File: config.mk
export PLATFORM = sky130hd
export DESIGN_NAME = bpc_perf_pm
export DESIGN_NICKNAME = d
export VERILOG_FILES = /design/src/design/bpc_sat_counter.v /design/src/design/bpc_perf_pm.v
export VERILOG_INCLUDE_DIRS = /design/src /design/src/design
export SDC_FILE = /design/constraint.sdc
export NUM_CORES = 1
export LEC_CHECK = 0
export BUFFER_PORTS_ARGS = -buffer_cell sky130_fd_sc_hd__clkbuf_2
export CAP_MARGIN = 20
export CORE_ASPECT_RATIO = 2
export CORE_UTILIZATION = 56
export DETAILED_ROUTE_END_ITERATION = 16
export PLACE_DENSITY = 0.85
export SLEW_MARGIN = 20
export SYNTH_ARGS = -nofsm -noshare
export SYNTH_HDL_FRONTEND = slang
export SYNTH_SLANG_ARGS = --single-unit
File: constraint.sdc
create_clock -name ref_clk_i -period 2.9 [get_ports ref_clk_i]
set_input_delay 0.58 -clock ref_clk_i [delete_from_list [all_inputs] [get_ports ref_clk_i]]
set_output_delay 0.58 -clock ref_clk_i [all_outputs]
set_load 0.02 [all_outputs]
File: src/design/bpc_regs.vh
`ifndef BPC_REGS_VH
`define BPC_REGS_VH
// register byte addresses
`define BPC_ADDR_PERF        8'h8C
`define BPC_ADDR_PM_CTRL_STATUS_REG       8'h90
`define BPC_ADDR_IRQ_STAT    8'h94
`define BPC_ADDR_IRQ_MASK    8'h98
`define BPC_ADDR_PM_CTRL     8'h9C
// field positions
`define BPC_LAT_LSB          16
`define BPC_LAT_MSB          31
`define BPC_DW_LSB           0
`define BPC_DW_MSB           7
`define BPC_WAKE_BIT         15
`define BPC_SCALE_LSB        13
`define BPC_SCALE_MSB        14
`define BPC_POWER_STATE_FIELD_LSB         0
`define BPC_POWER_STATE_FIELD_MSB         1
`define BPC_WEN_BIT          0
// reset and fixed values
`define BPC_PERF_RST         16'h0000
`define BPC_DW_RST           8'h00
`define BPC_SCALE_VAL        2'h0
`define BPC_POWER_STATE_FIELD_RST         2'h0
`define BPC_POWER_STATE_FIELD_D0          2'h0
`define BPC_POWER_STATE_FIELD_D3HOT       2'h3
// interrupt status bit positions
`define BPC_IRQ_WAKE         0
`define BPC_IRQ_LAT_SAT      1
`define BPC_IRQ_DW_SAT       2
`endif

File: src/design/bpc_sat_counter.v
`timescale 1ns/1ps
////////////////////////////////////////////////////////////////////////////////
// saturating accumulator, cleared by a read strobe; adds that coincide with
// the clear start the new interval instead of being lost
module bpc_sat_counter #(
  parameter W = 8
) (
  input  wire         ref_clk_i,   // clock
  input  wire         resetn_i,    // async reset, active low
  input  wire         ce_i,        // clock enable
  input  wire         clr_i,       // clear on register read
  input  wire [W-1:0] add_i,       // amount to accumulate
  output reg  [W-1:0] count_o,     // registered count
  output reg          sat_o        // registered, high for one cycle after each add that overflows
);
  wire [W:0] sum_w;                // widened sum for overflow detect
  wire [W:0] base_w;               // zero when clearing
  assign base_w = clr_i ? {(W+1){1'b0}} : {1'b0, count_o};
  assign sum_w  = base_w + {1'b0, add_i};

  // accumulate, clamp at all ones
  always @(posedge ref_clk_i or negedge resetn_i) begin
    if (!resetn_i) begin
      count_o <= {W{1'b0}};
      sat_o   <= 1'b0;
    end else if (ce_i) begin
      if (sum_w[W]) begin
        count_o <= {W{1'b1}};
        sat_o   <= 1'b1;
      end else begin
        count_o <= sum_w[W-1:0];
        sat_o   <= 1'b0;
      end
    end
  end
endmodule // bpc_sat_counter

File: src/design/bpc_perf_pm.v
`timescale 1ns/1ps
`include "bpc_regs.vh"
////////////////////////////////////////////////////////////////////////////////
// Overview of operation
// count clocks from read request to completion
// latency sums all reads since last read
// count dwords of bus-master data transactions
// dword count sums since last read
// counts read-only, reset zero, clear on read
// wake flag set on every wake event
// write one clears wake flag, drops wake signal
// data scale field reads fixed zero
// power state 00..11, bad writes discarded
// reserved bits read zero, writes ignored
module bpc_perf_pm (
  input  wire        ref_clk_i,         // 100 MHz clock
  input  wire        resetn_i,          // async reset, active low
  input  wire        ce_i,              // clock enable, freezes state when low
  input  wire [7:0]  addr_i,            // register byte address
  input  wire [31:0] wdata_i,           // write data
  input  wire        wr_i,              // write strobe
  input  wire        rd_i,              // read strobe
  output reg  [31:0] rdata_o,           // read data, cycle after strobe
  input  wire        mrd_req_i,         // master read request asserted (pulse)
  input  wire        mrd_done_i,        // master read access completed (pulse)
  input  wire        mdw_xfer_i,        // one dword moved by bus master
  input  wire        wake_event_i,      // wake-up event detected (pulse)
  input  wire [3:0]  power_state_field_supported_i,  // one bit per supported power state
  output reg  [1:0]  power_state_o,     // current power state
  output wire        pme_n_o,           // wake signal, active low
  output wire        pme_oe_o,          // wake signal drive enable
  output wire        irq_o              // level interrupt
);

  ////////////////////////////////////////////////////////////////////////////
  // decode helpers
  function hit;                         // address match
    input [7:0] a;
    input [7:0] r;
    begin
      hit = (a == r);
    end
  endfunction

  function power_state_field_ok;                     // state is in the supported set
    input [1:0] s;
    input [3:0] sup;
    begin
      power_state_field_ok = sup[s];
    end
  endfunction

  ////////////////////////////////////////////////////////////////////////////
  // declarations
  reg         in_read_reg;              // a master read is outstanding
  reg         wake_flag_reg;            // sticky wake status
  reg         wake_en_reg;              // wake signal enable
  reg  [2:0]  irq_stat_reg;             // sticky interrupt status
  reg  [2:0]  irq_mask_reg;             // interrupt mask, 1 = enabled
  reg  [31:0] rdata_next;               // read mux output
  wire [15:0] lat_count;                // accumulated read latency
  wire [7:0]  dw_count;                 // accumulated dwords
  wire        lat_sat;                  // latency counter saturated
  wire        dw_sat;                   // dword counter saturated
  wire        perf_rd;                  // read of the counter register
  wire        pm_wr;                    // write of the pm register
  wire        wake_clr;                 // write one to wake flag
  wire [2:0]  irq_events;               // event pulses for status
  wire        lat_tick;                 // clock spent in a read

  assign perf_rd  = rd_i && hit(addr_i, `BPC_ADDR_PERF);
  assign pm_wr    = wr_i && hit(addr_i, `BPC_ADDR_PM_CTRL_STATUS_REG);
  assign wake_clr = pm_wr && wdata_i[`BPC_WAKE_BIT];

  ////////////////////////////////////////////////////////////////////////////
  // master read tracking: count every clock from request to completion
  always @(posedge ref_clk_i or negedge resetn_i) begin
    if (!resetn_i) begin
      in_read_reg <= 1'b0;
    end else if (ce_i) begin
      if (mrd_done_i) begin
        in_read_reg <= 1'b0;
      end else if (mrd_req_i) begin
        in_read_reg <= 1'b1;
      end
    end
  end

  // the request clock itself counts and the completion clock does not, so the
  // sum is the clocks elapsed; a request that completes at once counts one
  assign lat_tick = mrd_req_i || (in_read_reg && !mrd_done_i);

  ////////////////////////////////////////////////////////////////////////////
  // accumulators, cleared by reading the counter register
  bpc_sat_counter #(
    .W (16)
  ) u_lat_cnt (
    .ref_clk_i (ref_clk_i),
    .resetn_i  (resetn_i),
    .ce_i      (ce_i),
    .clr_i     (perf_rd),
    .add_i     ({15'h0000, lat_tick}),
    .count_o   (lat_count),
    .sat_o     (lat_sat)
  );

  bpc_sat_counter #(
    .W (8)
  ) u_dw_cnt (
    .ref_clk_i (ref_clk_i),
    .resetn_i  (resetn_i),
    .ce_i      (ce_i),
    .clr_i     (perf_rd),
    .add_i     ({7'h00, mdw_xfer_i}),
    .count_o   (dw_count),
    .sat_o     (dw_sat)
  );

  ////////////////////////////////////////////////////////////////////////////
  // wake flag: set wins over a same-cycle clear
  always @(posedge ref_clk_i or negedge resetn_i) begin
    if (!resetn_i) begin
      wake_flag_reg <= 1'b0;
    end else if (ce_i) begin
      if (wake_event_i) begin
        wake_flag_reg <= 1'b1;
      end else if (wake_clr) begin
        wake_flag_reg <= 1'b0;
      end
    end
  end

  // wake signal driven low only while enabled and flagged, open-drain style
  assign pme_n_o  = 1'b0;
  assign pme_oe_o = wake_flag_reg && wake_en_reg;

  ////////////////////////////////////////////////////////////////////////////
  // power state and wake enable writes
  always @(posedge ref_clk_i or negedge resetn_i) begin
    if (!resetn_i) begin
      power_state_o <= `BPC_POWER_STATE_FIELD_RST;
      wake_en_reg   <= 1'b0;
    end else if (ce_i) begin
      if (pm_wr &&
          power_state_field_ok(wdata_i[`BPC_POWER_STATE_FIELD_MSB:`BPC_POWER_STATE_FIELD_LSB], power_state_field_supported_i)) begin
        power_state_o <= wdata_i[`BPC_POWER_STATE_FIELD_MSB:`BPC_POWER_STATE_FIELD_LSB];
      end
      if (wr_i && hit(addr_i, `BPC_ADDR_PM_CTRL)) begin
        wake_en_reg <= wdata_i[`BPC_WEN_BIT];
      end
    end
  end

  ////////////////////////////////////////////////////////////////////////////
  // interrupt status and mask
  assign irq_events[`BPC_IRQ_WAKE]    = wake_event_i;
  assign irq_events[`BPC_IRQ_LAT_SAT] = lat_sat;
  assign irq_events[`BPC_IRQ_DW_SAT]  = dw_sat;

  genvar gi;
  generate
    for (gi = 0; gi < 3; gi = gi + 1) begin : g_irq
      // each bit: event sets, write one clears, set wins
      always @(posedge ref_clk_i or negedge resetn_i) begin
        if (!resetn_i) begin
          irq_stat_reg[gi] <= 1'b0;
        end else if (ce_i) begin
          if (irq_events[gi]) begin
            irq_stat_reg[gi] <= 1'b1;
          end else if (wr_i && hit(addr_i, `BPC_ADDR_IRQ_STAT) && wdata_i[gi]) begin
            irq_stat_reg[gi] <= 1'b0;
          end
        end
      end
    end
  endgenerate

  // mask register
  always @(posedge ref_clk_i or negedge resetn_i) begin
    if (!resetn_i) begin
      irq_mask_reg <= 3'h0;
    end else if (ce_i && wr_i && hit(addr_i, `BPC_ADDR_IRQ_MASK)) begin
      irq_mask_reg <= wdata_i[2:0];
    end
  end

  assign irq_o = |(irq_stat_reg & irq_mask_reg);

  ////////////////////////////////////////////////////////////////////////////
  // read mux; reserved and unmapped bits read zero
  always @* begin
    rdata_next = 32'h00000000;
    if (hit(addr_i, `BPC_ADDR_PERF)) begin
      rdata_next[`BPC_LAT_MSB:`BPC_LAT_LSB] = lat_count;
      rdata_next[`BPC_DW_MSB:`BPC_DW_LSB]   = dw_count;
    end else if (hit(addr_i, `BPC_ADDR_PM_CTRL_STATUS_REG)) begin
      rdata_next[`BPC_WAKE_BIT]                  = wake_flag_reg;
      rdata_next[`BPC_SCALE_MSB:`BPC_SCALE_LSB]  = `BPC_SCALE_VAL;
      rdata_next[`BPC_POWER_STATE_FIELD_MSB:`BPC_POWER_STATE_FIELD_LSB]    = power_state_o;
    end else if (hit(addr_i, `BPC_ADDR_IRQ_STAT)) begin
      rdata_next[2:0] = irq_stat_reg;
    end else if (hit(addr_i, `BPC_ADDR_IRQ_MASK)) begin
      rdata_next[2:0] = irq_mask_reg;
    end else if (hit(addr_i, `BPC_ADDR_PM_CTRL)) begin
      rdata_next[`BPC_WEN_BIT] = wake_en_reg;
    end
  end

  // read data register, loaded on a read strobe and zeroed on other enabled cycles
  always @(posedge ref_clk_i or negedge resetn_i) begin
    if (!resetn_i) begin
      rdata_o <= 32'h00000000;
    end else if (ce_i) begin
      if (rd_i) begin
        rdata_o <= rdata_next;
      end else begin
        rdata_o <= 32'h00000000;
      end
    end
  end
endmodule // bpc_perf_pm

==> qor.csv <==
metric,value,unit
IO buf count,53,
Crit Path Class,input pin to flop,
synth warn,0,
fmax,404,MHz
Die H,110,um
Core Rows,38,
wire per inst,18.1,um
mapped cell area,3250,sq um
via count,2851,
FF-to-FF End,u_lat_cnt.count_o[8]$_DFFE_PN0P_,
largest registers,"rdata_o: 25 flops, u_lat_cnt.count_o: 16 flops, u_dw_cnt.count_o: 8 flops",
initial antenna violation count,0,
"slowest stage delay, CP",350,ps
status,"complete, no violations",
slew of the pin with the lowest slew margin,706,ps
first-pass GRT wire length,13100,um
Critical R2R Launch,u_lat_cnt.count_o[0]$_DFFE_PN0P_,
Synth top area share,47.7,%
Tot Pwr,0.00219,W
die width,55.9,um
hold buffers post-CTS,0,
postcts setup bufs,0,
most frequent cell after synthesis,dfrtp_1,
Min Hold Slack,275,ps
Post-synth EDFFs,0,
Critical Path AT,2710,ps
final net count,437,
Worst Setup End Kind,flop,
"slowest stage cell, crit path",nor4_2,
pin count of the biggest net entering global routing,66,
Tcrit/Tclk final,85.3,%
reg2reg path depth,7,
sequential share of the synthesized area,47.7,%
# diodes,0,
Worst Path Buf+Inv,2,
final hold viol count,0,
Setup TNS Final,0,ps
"delay-heaviest family, CP",simple AND/OR/NAND/NOR gates,
Slew HR,53.0,%
crit-path max FO,8,
r2r setup slk,870,ps
Worst EP required,3130,ps
min cycle time layout,2480,ps
io pins,90,
HP Class,input pin to async pin,
Synth async-reset ratio,100,%
ANT nets after route,0,
Die Area,6130,sq um
maxcap violations,0,
core area,5520,sq um
CTS tree,yes,
Clock Latency Late Sink,350,ps
Bufs on Longest Clock Path,2,
CTS H-tree depth,3,
Initial DRC Count,109,
"Slew Viols, Final",0,
post-synthesis cell type count,56,
setup skew after layout,6.31,ps
vias in the first global route,2874,
GP Congestion,0.935,
CTS buffer count,9,
CTS sink cnt,62,
PD cells,586,nW/um^2
Pleak,1.72,nW
GRT Residual Overflow,0,
"flops & latches, synth",62,
DRC viols,0,
Post-synth top cells,"dfrtp_1 (62), nand2_1 (42), o2bb2ai_1 (26)",
clock slew at reported path FFs,60,ps
startpoint types,input pin,
layout cells sized above 1,25.0,%
Synth Flop Type,dfrtp_1,
All-Layer GR Usage,28.2,%
syn avg cell area,10.0,sq um
cts repair resizes,0,
routed wire length,8040,um
Largest register FFs,25,
Reg with most FFs,rdata_o,
RSZ-0062 raised after global routing,no,
Peak VDD IR,626,uV
Post-Syn Instances,325,
Post-Route Utilization,67.6,%
endpoints failing setup,0,
hpwl dp,5680,um
largest cells by area after synthesis,"dfrtp_1 (48%), o2bb2ai_1 (7.0%), nand2_1 (4.9%), a21oi_1 (3.5%), buf_4 (2.5%)",
cell breakdown of the critical path,clkbuf_2 > and4bb_2 > nand4_1 > and2_1 > ha_1 > nand3_2 > nor4_2 > buf_4 > nand2_4 > a311oi_1,
First-pass DRT Iterations,4,
Synth area leader,dfrtp_1,
area grow syn2layout,14.8,%
via-per-instance ratio,6.42,
Starting Density,58.9,%
Clock Tree Root,clkbuf_8,
==> worst register-to-register path: cells and delay by family, from the launching register on <==
kind                       cells  cell delay (ps)
and+or+nand+nor                4              760
buffers and inverters          1              230
AOI/OAI and AO/OA              1              330
DFF                            1              380
adders and majority gates      1              220
==> layout make-up <==
class | count | area [sq um]
inverter | 9 | 33.8
fill | 444 | 1790
timing repair buffer | 63 | 353
sequential | 62 | 1550
tap | 60 | 75.1
clock buffer | 14 | 163
multi-input combinational | 235 | 1550
clock inverter | 1 | 5.00
==> power by group <==
part	internal (W)	switching [W]	leakage [nW]
clock network	0.000352	0.000319	0.0865
registers	0.000956	0.000152	0.817
logic	0.000164	0.000243	0.814
==> cell usage in the layout (no fill, tap or decap), drive strengths merged, types with 6 or more instances in the layout <==
master and n:
a311oi 6, and3 10, conb 8, nor2 16
clkbuf 67, o2bb2ai 26, buf 10, a31oi 7
nand2 44, and2 6, dfrtp 62, inv 8
nor3 10, a21oi 23, mux2 6, nand3 11
==> per-layer routing <==
metal,part of all wire [%],routed length (um),global-route usage [%],up-vias
li1,-,-,-,1314
met1,38,3040,29.0,1403
met2,55,4420,51.2,108
met3,3.7,295,5.41,26
met4,3.7,294,19.0,0
met5,0,0,0,-
==> cells by family (layout without fill, tap and decap cells) <==
family | count (synthesis) | after routing | synth area share (%)
other cells | 1 | 8 | 0.115
fa+ha+maj | 4 | 4 | 1.54
simple gates | 118 | 118 | 19.6
buf+inv | 35 | 87 | 5.39
flops | 62 | 62 | 47.7
mux | 10 | 10 | 4.08
compound gates | 95 | 95 | 21.5
==> metrics by stage <==
| stage | cell area [sq um] | worst slack (ps) | std cells |
|---|---|---|---|
| floorplan | 3280 | 188 | 332 |
| global placement | 3560 | 226 | 429 |
| detailed placement | 3560 | 95.8 | 429 |
| CTS | 3730 | 450 | 444 |
| global route | 3730 | 297 | 444 |
| finish | 3730 | 425 | 444 |
==> how the worst max path moves through the flow <==
stage	startpoint	depth (start not counted)	end
2_1_floorplan	addr_i[2]	11	u_lat_cnt.count_o[2]$_DFFE_PN0P_
3_3_place_gp	addr_i[3]	10	u_lat_cnt.count_o[8]$_DFFE_PN0P_
3_5_place_dp	addr_i[3]	10	u_lat_cnt.count_o[8]$_DFFE_PN0P_
4_1_cts	addr_i[3]	10	u_lat_cnt.count_o[8]$_DFFE_PN0P_
5_1_grt	addr_i[3]	10	u_lat_cnt.count_o[8]$_DFFE_PN0P_
6_report	addr_i[3]	10	u_lat_cnt.count_o[8]$_DFFE_PN0P_
(Power assumes the default switching activity.)
